==> src/isc_pkg.sv <==
package isc_pkg;
  localparam logic [6:0] ISC_RLO_LSB_ADDR = 7'h08;
  localparam logic [6:0] ISC_RLO_MSB_ADDR = 7'h09;
  localparam logic [6:0] ISC_INT_CFG_ADDR = 7'h0A;
  localparam logic [6:0] ISC_MODE_ADDR = 7'h0B;
  localparam logic [6:0] ISC_AMP_ADDR = 7'h0C;
  localparam logic [6:0] ISC_LHI_LSB_ADDR = 7'h16;
  localparam logic [6:0] ISC_LHI_MSB_ADDR = 7'h17;
  localparam logic [7:0] ISC_ZERO_RST = 8'h00;
  localparam logic [7:0] ISC_MODE_RST = 8'h01;
  localparam int ISC_ROUTE_BIT = 7;
  localparam int ISC_RSVD_INT_BIT = 6;
  localparam int ISC_DOK_BIT = 0;
  localparam logic [5:0] ISC_SRC_HIRES_RDY = 6'h20;
  localparam logic [5:0] ISC_SRC_L_HYST = 6'h10;
  localparam logic [5:0] ISC_SRC_L_HI = 6'h08;
  localparam logic [5:0] ISC_SRC_R_HYST = 6'h02;
  localparam logic [5:0] ISC_SRC_R_HI = 6'h01;
  localparam logic [5:0] ISC_SRC_NONE = 6'h00;
  localparam logic [1:0] ISC_MODE_ACTIVE = 2'h0;
  localparam logic [1:0] ISC_MODE_SLEEP = 2'h1;
  localparam logic [1:0] ISC_MODE_SHUTDOWN = 2'h2;
  localparam int ISC_SCLK_DIV = 4;
  localparam logic [7:0] ISC_HADDR_CMD = 8'h00;
  localparam logic [7:0] ISC_HADDR_STAT = 8'h04;
  localparam logic [7:0] ISC_HADDR_RDATA = 8'h08;
endpackage : isc_pkg

==> src/isc_link_if.sv <==
`timescale 1ns/1ps
interface isc_link_if;
  logic sclk;
  logic csb;
  logic sdi;
  logic sdo_o;
  logic sdo_oe;
  wire sdo = sdo_oe ? sdo_o : 1'b1;
  modport dev (input sclk, input csb, input sdi, output sdo_o,
    output sdo_oe);
  modport host (output sclk, output csb, output sdi, input sdo);
endinterface : isc_link_if

==> src/isc_sync.sv <==
`timescale 1ns/1ps
module isc_sync #(
  parameter int WIDTH = 3
) (
  input wire logic clock,
  input wire logic rst_b,
  input wire logic [WIDTH-1:0] async_in,
  output logic [WIDTH-1:0] sync_out
);
  logic [WIDTH-1:0] meta_q;
  initial begin
    if (WIDTH < 1) $error("isc_sync width");
  end
  always_ff @(posedge clock or negedge rst_b) begin
    if (!rst_b) begin
      meta_q <= '0;
      sync_out <= '0;
    end else begin
      meta_q <= async_in;
      sync_out <= meta_q;
    end
  end
endmodule : isc_sync

==> src/isc_device.sv <==
// Our own choice: the AHB-Lite register port.
`timescale 1ns/1ps
// How it works
// - Low resistance threshold joins bytes 0x09,0x08
// - Writes accepted in any mode, active included
// - Bit 7 routes interrupt onto data-out
// - Sources: hi-res ready, L hysteresis, L high
// - Sources: R hysteresis, R high; zero none
// - Host uses only the six defined codes
// - Data-out shows source only with routing set; interrupt pin always does
// - Mode register resets 0x01, all bits stored as written
// - Mode 00 active, 01 sleep, 10 shutdown
// - Convert only when active; shutdown loses config
// - Host sets shutdown enable before shutdown
// - Bit0 zero needs regulation, one ignores it
// - L high threshold is 0x17*256 plus 0x16
// - L result above threshold sets flag
// - L low byte buffered until high written
// - R result below low threshold sets flag
// - R low byte buffered until high written
// - R high flag latches high, cleared by 0x00
module isc_device
  import isc_pkg::*;
(
  input wire logic clock,
  input wire logic rst_b,
  isc_link_if.dev link,
  input wire logic [15:0] induct_result,
  input wire logic [15:0] resistance_result,
  input wire logic conversion_ready,
  input wire logic high_res_ready,
  input wire logic amplitude_ok,
  input wire logic shutdown_enable,
  output logic converting,
  output logic induct_high_compare_flag,
  output logic resist_hysteresis_flag,
  output logic resist_high_compare_flag,
  output logic [15:0] resist_low_threshold,
  output logic [15:0] induct_high_threshold,
  output logic interrupt_output
);
  typedef enum logic [2:0] {
    ST_IDLE = 3'b001,
    ST_SHIFT = 3'b010,
    ST_DONE = 3'b100
  } isc_dev_state_type;

  isc_dev_state_type state_q;
  logic [2:0] pins_s;
  logic sclk_s, csb_s, sdi_s, sclk_prev_q;
  logic [3:0] bit_cnt_q;
  logic [15:0] shift_q;
  logic [7:0] rdata_q;
  logic [7:0] resist_low_thresh_lower_byte_q;
  logic [7:0] resist_low_thresh_upper_byte_q;
  logic [7:0] interrupt_routing_config_q;
  logic [7:0] functional_mode_config_q;
  logic [7:0] amplitude_control_config_q;
  logic [7:0] induct_high_thresh_lower_byte_q;
  logic [7:0] induct_high_thresh_upper_byte_q;
  logic [15:0] rlo_active_q, lhi_active_q;
  logic rise, fall, wr_done;
  logic [6:0] wr_addr;
  logic [7:0] wr_data, rd_mux;
  logic irq_level, l_hyst_q, shutdown_q, read_q;

  isc_sync #(.WIDTH(3)) u_sync (
    .clock(clock),
    .rst_b(rst_b),
    .async_in({link.sclk, link.csb, link.sdi}),
    .sync_out(pins_s)
  );
  assign sclk_s = pins_s[2];
  assign csb_s = pins_s[1];
  assign sdi_s = pins_s[0];
  assign rise = sclk_s & ~sclk_prev_q;
  assign fall = ~sclk_s & sclk_prev_q;

  always_ff @(posedge clock or negedge rst_b) begin
    if (!rst_b) begin
      sclk_prev_q <= 1'b0;
    end else begin
      sclk_prev_q <= sclk_s;
    end
  end

  // Frame: bit 15 read flag, 14:8 address, 7:0 data, MSB first
  always_ff @(posedge clock or negedge rst_b) begin
    if (!rst_b) begin
      state_q <= ST_IDLE;
      bit_cnt_q <= 4'h0;
      shift_q <= 16'h0000;
      read_q <= 1'b0;
    end else begin
      case (state_q)
        ST_IDLE: begin
          bit_cnt_q <= 4'h0;
          if (!csb_s) begin
            state_q <= ST_SHIFT;
          end
        end
        ST_SHIFT: begin
          if (csb_s) begin
            state_q <= ST_IDLE;
          end else if (rise) begin
            shift_q <= {shift_q[14:0], sdi_s};
            // Read flag kept for the whole frame; the shifter moves on
            if (bit_cnt_q == 4'h0) begin
              read_q <= sdi_s;
            end
            bit_cnt_q <= bit_cnt_q + 4'h1;
            if (bit_cnt_q == 4'hF) begin
              state_q <= ST_DONE;
            end
          end
        end
        ST_DONE: begin
          if (csb_s) begin
            state_q <= ST_IDLE;
          end
        end
        default: state_q <= ST_IDLE;
      endcase
    end
  end

  assign wr_done = (state_q == ST_SHIFT) && rise && (bit_cnt_q == 4'hF)
    && !shift_q[14];
  assign wr_addr = shift_q[13:7];
  assign wr_data = {shift_q[6:0], sdi_s};

  // Any mode accepts writes; all bits stored as written
  always_ff @(posedge clock or negedge rst_b) begin
    if (!rst_b) begin
      resist_low_thresh_lower_byte_q <= ISC_ZERO_RST;
      resist_low_thresh_upper_byte_q <= ISC_ZERO_RST;
      interrupt_routing_config_q <= ISC_ZERO_RST;
      functional_mode_config_q <= ISC_MODE_RST;
      amplitude_control_config_q <= ISC_ZERO_RST;
      induct_high_thresh_lower_byte_q <= ISC_ZERO_RST;
      induct_high_thresh_upper_byte_q <= ISC_ZERO_RST;
      rlo_active_q <= 16'h0000;
      lhi_active_q <= 16'h0000;
    end else if (shutdown_q) begin
      // Shutdown drops configuration
      resist_low_thresh_lower_byte_q <= ISC_ZERO_RST;
      resist_low_thresh_upper_byte_q <= ISC_ZERO_RST;
      interrupt_routing_config_q <= ISC_ZERO_RST;
      functional_mode_config_q <= ISC_MODE_RST;
      amplitude_control_config_q <= ISC_ZERO_RST;
      induct_high_thresh_lower_byte_q <= ISC_ZERO_RST;
      induct_high_thresh_upper_byte_q <= ISC_ZERO_RST;
      rlo_active_q <= 16'h0000;
      lhi_active_q <= 16'h0000;
    end else if (wr_done) begin
      case (wr_addr)
        ISC_RLO_LSB_ADDR: resist_low_thresh_lower_byte_q <= wr_data;
        ISC_RLO_MSB_ADDR: begin
          resist_low_thresh_upper_byte_q <= wr_data;
          rlo_active_q <= {wr_data, resist_low_thresh_lower_byte_q};
        end
        ISC_INT_CFG_ADDR: interrupt_routing_config_q <= wr_data;
        ISC_MODE_ADDR: functional_mode_config_q <= wr_data;
        ISC_AMP_ADDR: amplitude_control_config_q <= wr_data;
        ISC_LHI_LSB_ADDR: induct_high_thresh_lower_byte_q <= wr_data;
        ISC_LHI_MSB_ADDR: begin
          induct_high_thresh_upper_byte_q <= wr_data;
          lhi_active_q <= {wr_data, induct_high_thresh_lower_byte_q};
        end
        default: ;
      endcase
    end
  end

  assign resist_low_threshold = rlo_active_q;
  assign induct_high_threshold = lhi_active_q;

  // Shutdown taken whenever the enable is high while shutdown mode is set
  always_ff @(posedge clock or negedge rst_b) begin
    if (!rst_b) begin
      shutdown_q <= 1'b0;
    end else begin
      shutdown_q <= shutdown_enable &&
        (functional_mode_config_q[1:0] == ISC_MODE_SHUTDOWN);
    end
  end

  assign converting = (functional_mode_config_q[1:0] == ISC_MODE_ACTIVE)
    && (amplitude_ok || amplitude_control_config_q[ISC_DOK_BIT]);

  always_ff @(posedge clock or negedge rst_b) begin
    if (!rst_b) begin
      induct_high_compare_flag <= 1'b0;
      resist_hysteresis_flag <= 1'b0;
      resist_high_compare_flag <= 1'b0;
      l_hyst_q <= 1'b0;
    end else begin
      if (converting && conversion_ready) begin
        induct_high_compare_flag <= induct_result > lhi_active_q;
        resist_hysteresis_flag <= resistance_result < rlo_active_q;
        l_hyst_q <= induct_result > lhi_active_q;
      end
      // Latched high event beats the clearing write
      if (converting && conversion_ready && resistance_result > rlo_active_q
          && interrupt_routing_config_q[5:0] == ISC_SRC_R_HI) begin
        resist_high_compare_flag <= 1'b1;
      end else if (wr_done && wr_addr == ISC_INT_CFG_ADDR
          && wr_data == ISC_ZERO_RST) begin
        resist_high_compare_flag <= 1'b0;
      end
    end
  end

  always_comb begin
    case (interrupt_routing_config_q[5:0])
      ISC_SRC_HIRES_RDY: irq_level = high_res_ready;
      ISC_SRC_L_HYST: irq_level = l_hyst_q;
      ISC_SRC_L_HI: irq_level = induct_high_compare_flag;
      ISC_SRC_R_HYST: irq_level = resist_hysteresis_flag;
      ISC_SRC_R_HI: irq_level = resist_high_compare_flag;
      default: irq_level = 1'b0;
    endcase
  end
  // Interrupt pin is active low
  assign interrupt_output = ~irq_level;

  always_comb begin
    // Last address bit is still on the input at the eighth rise
    case ({shift_q[5:0], sdi_s})
      ISC_RLO_LSB_ADDR: rd_mux = resist_low_thresh_lower_byte_q;
      ISC_RLO_MSB_ADDR: rd_mux = resist_low_thresh_upper_byte_q;
      ISC_INT_CFG_ADDR: rd_mux = interrupt_routing_config_q;
      ISC_MODE_ADDR: rd_mux = functional_mode_config_q;
      ISC_AMP_ADDR: rd_mux = amplitude_control_config_q;
      ISC_LHI_LSB_ADDR: rd_mux = induct_high_thresh_lower_byte_q;
      ISC_LHI_MSB_ADDR: rd_mux = induct_high_thresh_upper_byte_q;
      default: rd_mux = ISC_ZERO_RST;
    endcase
  end

  // Read data loads after 8th bit, shifts out on falling edges
  always_ff @(posedge clock or negedge rst_b) begin
    if (!rst_b) begin
      rdata_q <= 8'h00;
    end else if (state_q == ST_SHIFT && rise && bit_cnt_q == 4'h7) begin
      rdata_q <= rd_mux;
    end else if (state_q == ST_SHIFT && fall && bit_cnt_q > 4'h8) begin
      rdata_q <= {rdata_q[6:0], 1'b0};
    end
  end

  always_comb begin
    if (state_q != ST_IDLE) begin
      link.sdo_oe = read_q && bit_cnt_q >= 4'h8;
      link.sdo_o = rdata_q[7];
    end else begin
      link.sdo_oe = interrupt_routing_config_q[ISC_ROUTE_BIT];
      link.sdo_o = interrupt_output;
    end
  end
endmodule : isc_device

==> src/flat_wrapper.sv <==
// flat-port wrapper written by rule: the top's interface ports become plain ports
module isc_device_flat import isc_pkg::*;
  (clock, rst_b, induct_result, resistance_result, conversion_ready, high_res_ready, amplitude_ok, shutdown_enable, converting, induct_high_compare_flag, resist_hysteresis_flag, resist_high_compare_flag, resist_low_threshold, induct_high_threshold, interrupt_output, link_sclk, link_csb, link_sdi, link_sdo_o, link_sdo_oe);
  isc_link_if link_i ();
  input wire logic clock;
  input wire logic rst_b;
  input wire logic [15:0] induct_result;
  input wire logic [15:0] resistance_result;
  input wire logic conversion_ready;
  input wire logic high_res_ready;
  input wire logic amplitude_ok;
  input wire logic shutdown_enable;
  output logic converting;
  output logic induct_high_compare_flag;
  output logic resist_hysteresis_flag;
  output logic resist_high_compare_flag;
  output logic [15:0] resist_low_threshold;
  output logic [15:0] induct_high_threshold;
  output logic interrupt_output;
  input wire logic [$bits(link_i.sclk)-1:0] link_sclk;
  input wire logic [$bits(link_i.csb)-1:0] link_csb;
  input wire logic [$bits(link_i.sdi)-1:0] link_sdi;
  output wire logic [$bits(link_i.sdo_o)-1:0] link_sdo_o;
  output wire logic [$bits(link_i.sdo_oe)-1:0] link_sdo_oe;
  assign link_i.sclk = link_sclk;
  assign link_i.csb = link_csb;
  assign link_i.sdi = link_sdi;
  assign link_sdo_o = link_i.sdo_o;
  assign link_sdo_oe = link_i.sdo_oe;
  isc_device u_core (.clock(clock), .rst_b(rst_b), .link(link_i), .induct_result(induct_result), .resistance_result(resistance_result), .conversion_ready(conversion_ready), .high_res_ready(high_res_ready), .amplitude_ok(amplitude_ok), .shutdown_enable(shutdown_enable), .converting(converting), .induct_high_compare_flag(induct_high_compare_flag), .resist_hysteresis_flag(resist_hysteresis_flag), .resist_high_compare_flag(resist_high_compare_flag), .resist_low_threshold(resist_low_threshold), .induct_high_threshold(induct_high_threshold), .interrupt_output(interrupt_output));
endmodule
==> config.mk <==
export PLATFORM = sky130hd
export DESIGN_NAME = isc_device_flat
export DESIGN_NICKNAME = d
export VERILOG_FILES = /design/src/isc_pkg.sv /design/src/isc_link_if.sv /design/src/isc_sync.sv /design/src/isc_device.sv /design/src/flat_wrapper.sv
export SDC_FILE = /design/constraint.sdc
export NUM_CORES = 1
export LEC_CHECK = 0
export BUFFER_PORTS_ARGS = -buffer_cell sky130_fd_sc_hd__buf_2
export CORE_ASPECT_RATIO = 0.7
export CORE_MARGIN = 2
export CORE_UTILIZATION = 51
export DETAILED_ROUTE_END_ITERATION = 16
export GPL_TIMING_DRIVEN = 0
export PLACE_DENSITY = 0.73
export RECOVER_POWER = 25
export SLEW_MARGIN = 30
export SYNTH_ARGS = -nofsm -noshare
export SYNTH_HDL_FRONTEND = slang
export SYNTH_SLANG_ARGS = --single-unit
==> constraint.sdc <==
create_clock -name clock -period 2.7 [get_ports clock]
set_clock_uncertainty 0.1 [all_clocks]
set_input_delay 0.27 -clock clock [delete_from_list [all_inputs] [get_ports clock]]
set_output_delay 0.27 -clock clock [all_outputs]
set_load 0.05 [all_outputs]
# ---- Word-level counts from Yosys, hierarchy flattened
# Cells that the tools add are included.
dict set report word_totals {
  ff_bits 130
  latch_bits 0
  mem_bits_rw 0
  rom_bits 0
  inputBits 41
  out_inout_bits 39
  word_cells 151
  n_memories 0
}
dict set report classes {
  n_addsub 1
  multipliers 0
  div 0
  magnitude_cmp 5
  n_eq_ne 32
  shifts 0
  mux 44
  n_bitwise 6
  n_reduce_logical 42
}
# operator n
set ops {}
lappend ops {{$mux W8} 23}
lappend ops {{$mux W16} 6}
lappend ops {{$eq A7 B4 Y1 const B} 10}
lappend ops {{$pmux W8 S7} 1}
lappend ops {{$gt A16 B16 Y1} 2}
lappend ops {{$eq A7 B5 Y1 const B} 4}
lappend ops {{$reduce_bool A2 Y1} 11}
lappend ops {{$lt A16 B16 Y1} 1}
lappend ops {{$mux W3} 5}
lappend ops {{$logic_and A1 B1 Y1} 14}
lappend ops {{$reduce_and A2 Y1} 7}
lappend ops {{$pmux W3 S3} 1}
lappend ops {{$logic_not A8 Y1} 1}
lappend ops {{$mux W4} 2}
lappend ops {{$pmux W4 S2} 1}
lappend ops {{$reduce_and A4 Y1} 2}
lappend ops {{$eq A6 B1 Y1 const B} 1}
lappend ops {{$eq A6 B2 Y1 const B} 1}
lappend ops {{$eq A6 B4 Y1 const B} 1}
lappend ops {{$eq A6 B5 Y1 const B} 1}
lappend ops {{$eq A6 B6 Y1 const B} 1}
lappend ops {{$ne A2 B2 Y1 const B} 3}
lappend ops {{$ne A3 B2 Y1 const B} 2}
lappend ops {{$reduce_and A3 Y1} 2}
lappend ops {{20 further kinds} 27}

# ---- Logic depth before layout (Yosys ltp)
# Gate-level depths: netlist of the first run.
dict set report logic_depth {
  word_depth 9
  mapped_depth 8
  depth_no_buf 7
}

# ---- Modules after synthesis
# From an unflattened synthesis of the first run, not the netlist that was laid out.
dict set report hier_totals {
  hier_cells 608
  hier_area_um2 6163.4
}
# module instances cells_per_inst area_each_um2 seq_area_each_um2
set modules_own_cells {}
lappend modules_own_cells {isc_device 1 602 6013.3 2705.1}
lappend modules_own_cells {isc_sync 1 6 150.1 150.1}

# ---- Worst setup path before layout of the first run
# No wires, ideal clock.
dict set report synth_timing {
  path_kind {register to register}
  from {reg u_core.functional_mode_config_q[1]}
  to {reg u_core.induct_high_compare_flag}
  setup_ns 0.134
  arrival_ns 2.154
  required_time_ns 2.466
  path_slack_ns 0.312
  stages_incl_launch_ff 5
  period_less_slack_ns 2.388
  cell_sequence {dfrtp_1 nor3_1 nand2_1 nor3_1 a31oi_1}
}
dict set report synth_between {
  elab_chain_len 3
}
# element line_no
set synth_rtl {}
lappend synth_rtl {{start: declaration} isc_device.sv:57} ;# logic [7:0] functional_mode_config_q;
lappend synth_rtl {{start signal: assignment} isc_device.sv:163} ;# ISC_MODE_ADDR: functional_mode_config_q <= wr_data;
lappend synth_rtl {{$logic_not A2 Y1} isc_device.sv:188} ;# assign converting = (functional_mode_config_q[1:0] == ISC_MODE_ACTIVE)
lappend synth_rtl {{$logic_and A1 B1 Y1} isc_device.sv:189} ;# && (amplitude_ok || amplitude_control_config_q[ISC_DOK_BIT]);
lappend synth_rtl {{via converting} flat_wrapper.sv:13} ;# output logic converting;
lappend synth_rtl {{$logic_and A1 B1 Y1} isc_device.sv:198} ;# if (converting && conversion_ready) begin
lappend synth_rtl {{end signal: assignment} isc_device.sv:199} ;# induct_high_compare_flag <= induct_result > lhi_active_q;
lappend synth_rtl {{end: declaration} isc_device.sv:35} ;# output logic induct_high_compare_flag,
# The timed path passes the listed nets, and every way through them passes these cells.
# A chain may end at the register's enable or synchronous reset.

# ---- Worst setup path in the final report of the first run
dict set report layout_timing {
  from {reg u_core.u_sync.sync_out[0]}
  to {reg u_core.rdata_q[0]}
}
dict set report layout_between {
  elab_chain_len 3
}
# element line_no
set layout_rtl {}
lappend layout_rtl {{start: declaration} isc_sync.sv:8} ;# output logic [WIDTH-1:0] sync_out
lappend layout_rtl {{start signal: assignment} isc_sync.sv:20} ;# sync_out <= meta_q;
lappend layout_rtl {{$eq A7 B5 Y1 / $eq A7 B4 Y1 (equally long branches)} isc_device.sv:229} ;# case ({shift_q[5:0], sdi_s})
lappend layout_rtl {{$pmux W8 S7 (*)} isc_device.sv:229}
lappend layout_rtl {{$mux W8 (*)} isc_device.sv:245} ;# end else if (state_q == ST_SHIFT && rise && bit_cnt_q == 4'h7) begin
lappend layout_rtl {{end signal: assignment} isc_device.sv:246} ;# rdata_q <= rd_mux;
lappend layout_rtl {{end signal: assignment} isc_device.sv:248} ;# rdata_q <= {rdata_q[6:0], 1'b0};
lappend layout_rtl {{end: declaration} isc_device.sv:53} ;# logic [7:0] rdata_q;
# Mark *: on every way between the ends. The rest lies on a longest branch, timed or not.

==> impl_metrics.py, run 1 <==
metrics = {
    "pwr": {
        "power.leakage_nw": 3.55,
        "powerDensity_nw_per_um2": 556,
        "ir_worst_vdd_mv": 0.450,
        "total_power_w": 0.00409,
    },
    "yosys": {
        "syn-num-nets": 688,
        "postSynthAreaPerCell_um2": 10.1,
        "yosys_warnings": 0,
        "yosysUniqueCellTypes": 54,
        "synth_area_um2": 6180,
        "syn_inst": 613,
        "synth_edf_count": 0,
        "synth-seq-cells": 114,
        "yosys_most_used_dff": "dfrtp_1",
        "ys_seq_area_share_pct": 46.2,
        "synth-async-reset-ratio_pct": 100,
    },
    "layout": {
        "postLayoutCellArea_um2": 7350,
        "area_delta_synth_final_pct": 18.9,
        "final_nets": 791,
        "utilization_pct": 62.5,
        "fin_cells": 884,
        "mostFrequentLayoutCell": "dfrtp_1",
        "diodes": 0,
        "layout_common_cells": "112 x dfrtp_1, 84 x buf_2, 74 x nor2_1",
        "final_layout_size_suffix_gt1_share_pct": 19.7,
    },
    "sta": {
        "fin_ws_ns": 0.143,
        "min_period_ns": 2.56,
        "min_period_over_period_pct": 94.7,
        "fmax_mhz": 391,
        "finalHoldViolCount": 0,
        "relSlewSlack_pct": 10.1,
        "tightest_slew_ns": 1.35,
        "finalMaxSlewViolations": 0,
        "setup_viol": 0,
        "rsz0062_at_grt": "false",
    },
    "floorplan": {
        "fp.dieW_um": 136,
        "initial_utilization_pct": 52.5,
        "die_area_um2": 13000,
        "core_um2": 11800,
        "io-pin-count": 80,
        "fp-row-count": 33,
        "dieHeight_um": 96.1,
    },
    "worst_setup_path": {
        "cp_cell_sequence": "clkbuf_1 -> clkbuf_1 -> nor2b_1 -> o2bb2ai_1 -> a22oi_1 -> nand3_1 -> a22o_1",
        "cp_max_fo": 10,
        "cp_slowest_cell": "clkbuf_1",
        "crit_family": "buffers and inverters",
        "endpoint_kind": "register",
        "slowest_delay_ns": 0.66,
        "crit_type": "reg2reg",
        "start_kind": "register",
        "required_ns": 2.89,
        "crit_arrival_ns": 2.75,
        "path_buf_inv": 2,
        "cpMostUsedCell": "clkbuf_1",
    },
    "detailed_routing": {
        "drt_pre_antenna_iters": 5,
        "ant_nets": 0,
        "wl_mm": 15.8,
        "drtIter0Drc": 412,
        "remaining_drc_errors": 0,
        "wl_per_cell_um": 17.8,
        "viasPerCell": 5.66,
        "vias": 5005,
    },
    "cts": {
        "cts_max_level": 4,
        "cts_tree": "done",
        "cts.reportedPaths.clkPinSlew_ns": 0.05,
        "clock_sinks": 114,
        "clk_latency_ns": 0.41,
        "clock-root-buffer": "clkbuf_16",
        "clockBufferDepth": 2,
        "numCtsBuffers": 17,
    },
    "min_path": {
        "min_path_type": "in2reg",
    },
    "placement": {
        "placed_area_um2": 6810,
        "io_buffer_count": 79,
        "dp.cells": 850,
        "dpl.hpwl_mm": 11.8,
        "place_worst_setup_slack_ns": 0.230,
        "gp_congestion": 0.951,
    },
    "global_routing": {
        "gr-usage-all-layers_pct": 26.6,
        "antenna_found_initial": 0,
        "grt_pass1_wl_mm": 25.9,
        "grt_pass1_vias": 4968,
        "grt_max_degree": 90,
        "grt-ovfl-total": 0,
    },
    "run_status": {
        "status": "completed",
    },
    "job": {
        "maxCapViolCount": 0,
    },
}
[final timing paths]
path | from | end | slack, ns | depth (start not counted)
setup / recovery | u_core.u_sync.sync_out[0] | u_core.rdata_q[0] | 0.14 | 7
hold / removal | shutdown_enable | u_core.shutdown_q | 0.04 | 2
setup reg to reg | u_core.u_sync.sync_out[0] | u_core.rdata_q[0] | 0.14 | 7
hold reg to reg | u_core.u_sync.meta_q[1] | u_core.u_sync.sync_out[1] | 0.24 | 0
max in group asynchronous | rst_b | u_core.shift_q[5] | 0.48 | 3
min in group asynchronous | rst_b | u_core.induct_high_threshold[2] | 0.60 | 2
[kinds of logic after synthesis]
kind of cell	after synthesis	share of synthesized area, %
AOI/OAI and AO/OA	99	9.94
and+or+nand+nor	201	16.3
adders and majority gates	34	6.88
DFF	114	46.2
xor gates and xnor gates	2	0.283
muxes	83	15.2
buffers and inverters	80	5.22
[flip-flops by register name, summed over array words and instances, names as in the netlist, 8 cells and up]
signal,flops
u_core.induct_high_threshold,15
u_core.shift_q,15
u_core.amplitude_control_config_q,8
u_core.functional_mode_config_q,8
u_core.induct_high_thresh_lower_byte_q,8
u_core.interrupt_routing_config_q,8
u_core.rdata_q,8
u_core.resist_low_thresh_lower_byte_q,8
u_core.resist_low_thresh_upper_byte_q,8
u_core.resist_low_threshold,8
[routing by layer]
layer	vias up	part of all wire [%]	GRT usage, %
li1	2362	-	-
met1	2434	48	38.6
met2	187	43	40.0
met3	22	8.3	5.95
met4	0	1.3	8.85
met5	-	0	0
[power by group]
part,internal [W],switching (W)
Combinational,0.000112,0.000198
Clock,0.00129,0.000727
Sequential,0.00174,0.0000233
[synthesized netlist by cell type (4+ instances only)]
cell       number  area share [%]
dfrtp_1       112              45
nor2_1         74             4.5
mux2i_1        61             9.9
nand2_1        55             3.3
inv_1          46             2.8
a21oi_1        38             3.1
ha_1           34             6.9
clkbuf_1       24             1.5
o21ai_0        22             1.8
mux2_2         15             2.7
nor3_1         10            0.81
nand3_1         8            0.65
mux4_2          7             2.6
nand4_1         7            0.71
nor2b_1         7            0.71
buf_2           6            0.49
or3_1           6            0.61
a22oi_1         5            0.61
a2bb2oi_1       5            0.71
a32oi_1         5            0.71
nand2b_1        5            0.51
a21o_1          4            0.49
a31oi_1         4            0.40
nor4_1          4            0.40
[metrics by stage]
stage | TNS, ns | hold WS (ns)
6_report | 0 | 0.0386
5_1_grt | 0 | 0.0332
4_1_cts | 0 | 0.0320
3_5_place_dp | 0 | 0.0252
3_3_place_gp | -5.00 | 0.232
2_1_floorplan | 0 | -0.126
[cell type report]
class	instances	area (µm²)
Clock buffer	23	468
Inverter	46	173
Buffer	34	150
Timing Repair Buffer	84	445
Tap cell	157	196
Multi-Input combinational cell	419	3000
Clock inverter	7	60.1
Sequential cell	114	2860
Fill cell	981	4420
[what timing repair did]
action	4_1_cts	5_1_grt
resized for setup	0	1
hold buffers	4	0
buffers inserted	0	0
endpoints found under the setup margin	0	2
hold endpoints to repair	115	0
(Power assumes the default switching activity.)
==> run 2: changes to the inputs <==
--- a/config.mk
+++ b/config.mk
@@ -16,4 +16,5 @@
 export SLEW_MARGIN = 30
 export SYNTH_ARGS = -nofsm -noshare
 export SYNTH_HDL_FRONTEND = slang
+export SYNTH_HIERARCHICAL = 1
 export SYNTH_SLANG_ARGS = --single-unit
==> run 2 against run 1 <==
  * Worst hold slack worse by 0.0093 ns
  * Setup slack worse by 0.052 ns
  * Total power is 4.4% higher
  * Sequential share of layout area is 0.48 points lower
  * Core utilization is 1.0 points higher
  * Clock-buffer cell count is 1 lower
  * Register-to-register slack worse by 0.05 ns
  * Sequential cell count stayed put
  * Synthesized area is 0.28% lower
  * Routed wire length is 4.3% higher
  * First-iteration DRC count is 16% higher
  * Largest cell class unchanged
  * Largest power group unchanged
==> impl_metrics.py, run 2 <==
metrics = {
    "detailed_routing": {
        "drtIter0Drc": 479,
        "wl_per_cell_um": 18.6,
        "wl_mm": 16.4,
        "vias": 5137,
        "drt_pre_antenna_iters": 5,
        "ant_nets": 0,
        "remaining_drc_errors": 0,
        "viasPerCell": 5.82,
    },
    "pwr": {
        "powerDensity_nw_per_um2": 573,
        "power.leakage_nw": 3.63,
        "ir_worst_vdd_mv": 0.411,
    },
    "floorplan": {
        "fp.dieW_um": 135,
        "dieHeight_um": 96.0,
        "io-pin-count": 80,
        "initial_utilization_pct": 52.6,
        "fp-row-count": 33,
        "core_um2": 11700,
        "die_area_um2": 13000,
    },
    "layout": {
        "final_layout_size_suffix_gt1_share_pct": 21.2,
        "utilization_pct": 63.5,
        "diodes": 0,
        "layout_common_cells": "112 x dfrtp_1, 88 x buf_2, 77 x nor2_1",
        "area_delta_synth_final_pct": 20.7,
        "mostFrequentLayoutCell": "dfrtp_1",
        "top_register": "u_core/shift_q",
        "largest_register_ffs": 15,
        "final_nets": 788,
    },
    "worst_setup_path": {
        "crit_type": "reg2reg",
        "endpoint_kind": "register",
        "required_ns": 2.88,
        "cp_max_fo": 8,
        "start_kind": "register",
        "crit_arrival_ns": 2.79,
    },
    "yosys": {
        "syn-num-nets": 683,
        "yosysTopAreaCellShare_pct": 45.5,
        "synth_area_leaders": "dfrtp_1 45%, mux2i_1 12%, ha_1 6.9%, nor2_1 4.7%, mux2_2 3.3%",
        "synth-async-reset-ratio_pct": 100,
        "synth_edf_count": 0,
        "synth-seq-cells": 114,
        "ys_seq_area_share_pct": 46.3,
        "postSynthAreaPerCell_um2": 10.1,
        "yosysTopAreaCell": "dfrtp_1",
        "synth_common_cells": "112 x dfrtp_1, 77 x nor2_1, 71 x mux2i_1",
        "yosys_warnings": 6,
        "yosysUniqueCellTypes": 61,
        "yosys_most_used_dff": "dfrtp_1",
        "syn_inst": 608,
        "synth.most_common_cell": "dfrtp_1",
        "synth_area_um2": 6160,
    },
    "global_routing": {
        "grt_max_degree": 74,
        "grt_pass1_vias": 5053,
        "gr-usage-all-layers_pct": 27.4,
        "antenna_found_initial": 0,
        "grt-ovfl-total": 0,
        "grt_pass1_wl_mm": 26.6,
    },
    "cts": {
        "numCtsBuffers": 17,
        "cts.reportedPaths.clkPinSlew_ns": 0.06,
        "clock_sinks": 114,
        "cts_max_level": 4,
        "clk_latency_ns": 0.42,
        "cts_tree": "done",
        "clock-root-buffer": "clkbuf_16",
        "clockBufferDepth": 2,
    },
    "sta": {
        "relSlewSlack_pct": 27.3,
        "finalMaxSlewViolations": 0,
        "rsz0062_at_grt": "false",
        "setup_viol": 0,
        "finalHoldViolCount": 0,
        "min_period_ns": 2.61,
        "fin_ws_ns": 0.0910,
        "fmax_mhz": 383,
        "tightest_slew_ns": 1.09,
        "min_period_over_period_pct": 96.6,
    },
    "placement": {
        "io_buffer_count": 79,
        "dpl.hpwl_mm": 11.9,
        "place_worst_setup_slack_ns": -0.0281,
        "gp_congestion": 0.947,
    },
    "min_path": {
        "min_path_type": "in2reg",
    },
    "job": {
        "maxCapViolCount": 0,
    },
    "run_status": {
        "status": "completed",
    },
}
## run 2: cell types whose count changed after synthesis, moves of 5 or more
cell       before  now
mux2i_1        61   71
inv_1          46   39
clkbuf_1       24   16
a2bb2oi_1       5    0
mux4_2          7    2
a21oi_1        38   30
## run 2: timing repair
action | 4_1_cts | 5_1_grt
endpoints found under the hold margin | 44 | 0
setup buffers | 1 | 2
endpoints found under the setup margin | 13 | 20
hold buffers | 4 | 0
pin swaps | 1 | 2
resized for setup | 1 | 2
## run 2: stage by stage
| stage | cell area, µm² | TNS [ns] | instances | hold WS, ns | total power, W |
|---|---|---|---|---|---|
| after CTS | 7420 | 0 | 882 | 0.0199 | 0.00430 |
| after global placement | 6760 | -4.27 | 844 | 0.232 | 0.00207 |
| after global routing | 7440 | 0 | 883 | 0.0281 | 0.00442 |
| final | 7440 | 0 | 883 | 0.0293 | 0.00426 |
| after floorplan | 6160 | 0 | 608 | -0.126 | 0.00195 |
| after detailed placement | 6790 | -0.123 | 845 | 0.0761 | 0.00209 |
## run 2: final timing paths
check	start	to	slack (ns)	cells after the start
hold reg to reg	u_core/u_sync/meta_q[2]	u_core/u_sync/sync_out[2]	0.25	0
setup / recovery	u_core/bit_cnt_q[0]	u_core/resist_low_thresh_lower_byte_q[4]	0.09	7
max in group asynchronous	rst_b	u_core/functional_mode_config_q[0]	1.06	3
setup reg to reg	u_core/bit_cnt_q[0]	u_core/resist_low_thresh_lower_byte_q[4]	0.09	7
min in group asynchronous	rst_b	u_core/u_sync/sync_out[1]	0.50	2
hold / removal	shutdown_enable	u_core/shutdown_q	0.03	2
## run 2: metal layers
metal	up-vias	part of all wire, %	track usage (%)
met3	25	8.2	7.74
met1	2543	46	38.5
li1	2351	-	-
met5	-	0	0
met4	0	1.7	8.68
met2	218	44	41.4
## run 2: logic make-up after synthesis
logic type | synth area share, %
flip-flops | 46.3
AND/OR/NAND/NOR | 16.5
adder cells (fa/ha/maj) | 6.90
multiplexers | 15.5
XOR/XNOR | 0.142
buffers and inverters | 4.83
AO/OA/AOI/OAI | 9.79
## run 2: report_power, final
part | internal [W] | switching (W) | leakage [nW] | total, W
combinational | 0.000108 | 0.000198 | 1.79 | 0.000306
clock | 0.00142 | 0.000778 | 0.282 | 0.00220
sequential | 0.00174 | 0.0000248 | 1.56 | 0.00176
total | 0.00326 | 0.00100 | 3.63 | 0.00426
## run 2: critical path, cell delays in order, from the launching register on
cell and delay [ns]:
dfrtp_1 0.40, ha_1 0.23, nand4b_1 0.23, or4_4 0.64, nor4b_4 0.31, buf_4 0.25
mux2i_1 0.25, nor2_1 0.07
## run 2: final cells by class
cell class              instances  area, µm²
flip-flops and latches        114       2860
well taps                     157        196
inverters                      40        150
multi-input cells             422       3030
clock inverters                10        108
plain buffers                  31        145
clock buffers                  22        474
fillers                       952       4280
repair buffers                 87        485
==> run 3: changes to the inputs <==
--- a/config.mk
+++ b/config.mk
@@ -5,8 +5,9 @@
 export SDC_FILE = /design/constraint.sdc
 export NUM_CORES = 1
 export LEC_CHECK = 0
+export ABC_AREA = 1
 export BUFFER_PORTS_ARGS = -buffer_cell sky130_fd_sc_hd__buf_2
-export CORE_ASPECT_RATIO = 0.7
+export CORE_ASPECT_RATIO = 1.75
 export CORE_MARGIN = 2
 export CORE_UTILIZATION = 51
 export DETAILED_ROUTE_END_ITERATION = 16
==> run 3 against run 2 <==
  * Sequential power grew 3%
  * Total power grew 4.4%
  * Largest power group unchanged
  * Synthesized cell count grew 29%
  * Sequential cell count is the same
==> impl_metrics.py, run 3 <==
metrics = {
    "layout": {
        "layout_common_cells": "205 x nand2_1, 112 x dfrtp_1, 95 x inv_1, 95 x o21ai_0, 85 x buf_2",
        "fin_cells": 1034,
        "utilization_pct": 62.8,
        "largest_register_ffs": 15,
        "diodes": 0,
        "area_delta_synth_final_pct": 19.8,
        "postLayoutCellArea_um2": 7310,
        "top_register": "u_core/shift_q",
        "final_nets": 961,
        "n_fill_cell": 1034,
        "mostFrequentLayoutCell": "nand2_1",
        "final_layout_size_suffix_gt1_share_pct": 16.0,
    },
    "cts": {
        "clockBufferDepth": 2,
        "clock_sinks": 114,
        "cts_tree": "done",
        "numCtsBuffers": 17,
        "cts_resized": 0,
        "clk_latency_ns": 0.42,
        "holdBufCountCts": 5,
        "clock-root-buffer": "clkbuf_16",
        "cts_setup_buffers": 0,
        "cts.reportedPaths.clkPinSlew_ns": 0.06,
        "cts_max_level": 4,
    },
    "floorplan": {
        "io-pin-count": 80,
        "dieHeight_um": 149,
        "die_area_um2": 12900,
        "core_um2": 11600,
        "fp-row-count": 52,
        "fp.dieW_um": 86.7,
        "initial_utilization_pct": 52.4,
    },
    "placement": {
        "placed_area_um2": 6710,
        "dp.cells": 997,
        "dpl.hpwl_mm": 12.8,
        "io_buffer_count": 79,
        "gp_congestion": 0.981,
        "place_worst_setup_slack_ns": 0.669,
    },
    "sta": {
        "setup_viol": 0,
        "min_period_ns": 2.31,
        "min_period_over_period_pct": 85.4,
        "finalMaxSlewViolations": 0,
        "tightest_slew_ns": 1.28,
        "fin_ws_ns": 0.393,
        "relSlewSlack_pct": 14.9,
        "rsz0062_at_grt": "false",
        "timing.hold.ws_ns": 0.136,
        "finalHoldViolCount": 0,
        "fmax_mhz": 434,
    },
    "global_routing": {
        "gr-usage-all-layers_pct": 27.9,
        "grt_pass1_wl_mm": 27.5,
        "antenna_found_initial": 0,
        "grt-ovfl-total": 0,
        "grt_pass1_vias": 5618,
        "grt_max_degree": 66,
    },
    "min_path": {
        "hold_path_depth": 4,
        "min_path_type": "in2reg",
        "hold_path_end": "u_core/l_hyst_q",
        "hold_start": "conversion_ready",
    },
    "yosys": {
        "synth-async-reset-ratio_pct": 100,
        "synth_area_um2": 6100,
        "synth-seq-cells": 114,
        "ys_seq_area_share_pct": 46.8,
        "synth_area_leaders": "dfrtp_1 46%, nand2_1 13%, o21ai_0 7.8%, ha_1 7.0%, nand3_1 6.1%",
        "synth.most_common_cell": "nand2_1",
        "synth_common_cells": "205 x nand2_1, 112 x dfrtp_1, 95 x inv_1, 95 x o21ai_0, 74 x nand3_1",
        "yosysTopAreaCell": "dfrtp_1",
        "yosys_most_used_dff": "dfrtp_1",
        "yosysUniqueCellTypes": 33,
        "syn-num-nets": 857,
        "syn_inst": 782,
        "postSynthAreaPerCell_um2": 7.80,
        "synth_edf_count": 0,
        "yosysTopAreaCellShare_pct": 45.9,
        "yosys_warnings": 6,
    },
    "worst_setup_path": {
        "timing.rr.start": "u_core/u_sync/sync_out[0]",
        "crit_arrival_ns": 1.94,
        "reg2reg_to": "u_core/rdata_q[2]",
        "cp_cell_sequence": "nor3_1 -> buf_2",
        "rrSetupSlack_ns": 0.64,
        "cp_slowest_cell": "nor3_1",
        "start_kind": "register",
        "slowest_delay_ns": 0.70,
        "path_buf_inv": 1,
        "required_ns": 2.33,
        "r2r_cells": 9,
        "cp_max_fo": 4,
        "endpoint_kind": "output port",
        "crit_type": "reg2out",
        "crit_family": "simple AND/OR/NAND/NOR gates",
    },
    "detailed_routing": {
        "vias": 5692,
        "drt_pre_antenna_iters": 5,
        "viasPerCell": 5.50,
        "wl_mm": 16.8,
        "wl_per_cell_um": 16.2,
        "drtIter0Drc": 494,
        "ant_nets": 0,
        "remaining_drc_errors": 0,
    },
    "pwr": {
        "powerDensity_nw_per_um2": 608,
        "ir_worst_vdd_mv": 0.413,
        "power.leakage_nw": 3.74,
    },
    "job": {
        "maxCapViolCount": 0,
    },
    "run_status": {
        "status": "completed",
    },
}
==> run 3: cell types whose count changed after synthesis, moves of 18 or more <==
cell and change:
nand3_1 +68, inv_1 +56, mux2_2 -18, nand2_1 +153
o21ai_0 +74, mux2i_1 -71
==> run 3: worst register-to-register path: stages (launching register included) <==
cell     delay (ns)
dfrtp_1        0.44
inv_1          0.15
nand2_1        0.12
nor2_1         0.51
nand3_1        0.13
o21ai_0        0.19
nor2_1         0.07
nand2_1        0.08
nand2_1        0.06
a21oi_1        0.12
==> run 3: worst max-delay path by stage <==
stage | cells past startpoint | from | end
2_1_floorplan | 7 | u_core/resist_high_compare_flag | link_sdo_o
3_3_place_gp | 1 | rst_b | u_core/shutdown_q
3_5_place_dp | 8 | u_core/bit_cnt_q[0] | u_core/amplitude_control_config_q[2]
4_1_cts | 5 | u_core/state_q[0] | link_sdo_oe
5_1_grt | 5 | u_core/state_q[0] | link_sdo_oe
6_report | 2 | u_core/functional_mode_config_q[1] | converting
==> run 3: cells by family after synthesis <==
family	count (synthesis)	synth area share (%)
fa+ha+maj	34	6.97
compound gates	136	11.8
xor+xnor	1	0.144
simple gates	378	26.1
buf+inv	119	8.20
flops	114	46.8
==> run 3: through the flow <==
step	setup TNS [ns]	total power, W
floorplan	0	0.00213
global placement	-10.09	0.00231
detailed placement	0	0.00233
CTS	0	0.00448
global route	0	0.00462
finish	0	0.00445
==> run 3: cell type report <==
| class | count | area (µm²) | share of cell area (%) |
|---|---|---|---|
| Buffer | 22 | 136 | 1.86 |
| Clock buffer | 18 | 429 | 5.87 |
| Clock inverter | 14 | 140 | 1.92 |
| Inverter | 97 | 364 | 4.98 |
| Multi-Input combinational cell | 549 | 2750 | 37.6 |
| Sequential cell | 114 | 2860 | 39.0 |
| Tap cell | 135 | 169 | 2.31 |
| Timing Repair Buffer | 85 | 473 | 6.47 |
==> run 3: metal layers <==
layer	share of wire [%]	vias to the layer above	GRT usage, %
met5	0	-	0
li1	-	2761	-
met3	5.6	62	5.22
met1	39	2633	31.7
met2	50	236	47.7
met4	5.8	0	16.6
==> run 3: where the power goes <==
group / leakage [nW] / internal (W) / switching [W]
registers: 1.56 / 0.00177 / 0.0000405
clock network: 0.268 / 0.00135 / 0.000802
logic: 1.91 / 0.000134 / 0.000358
total: 3.74 / 0.00325 / 0.00120
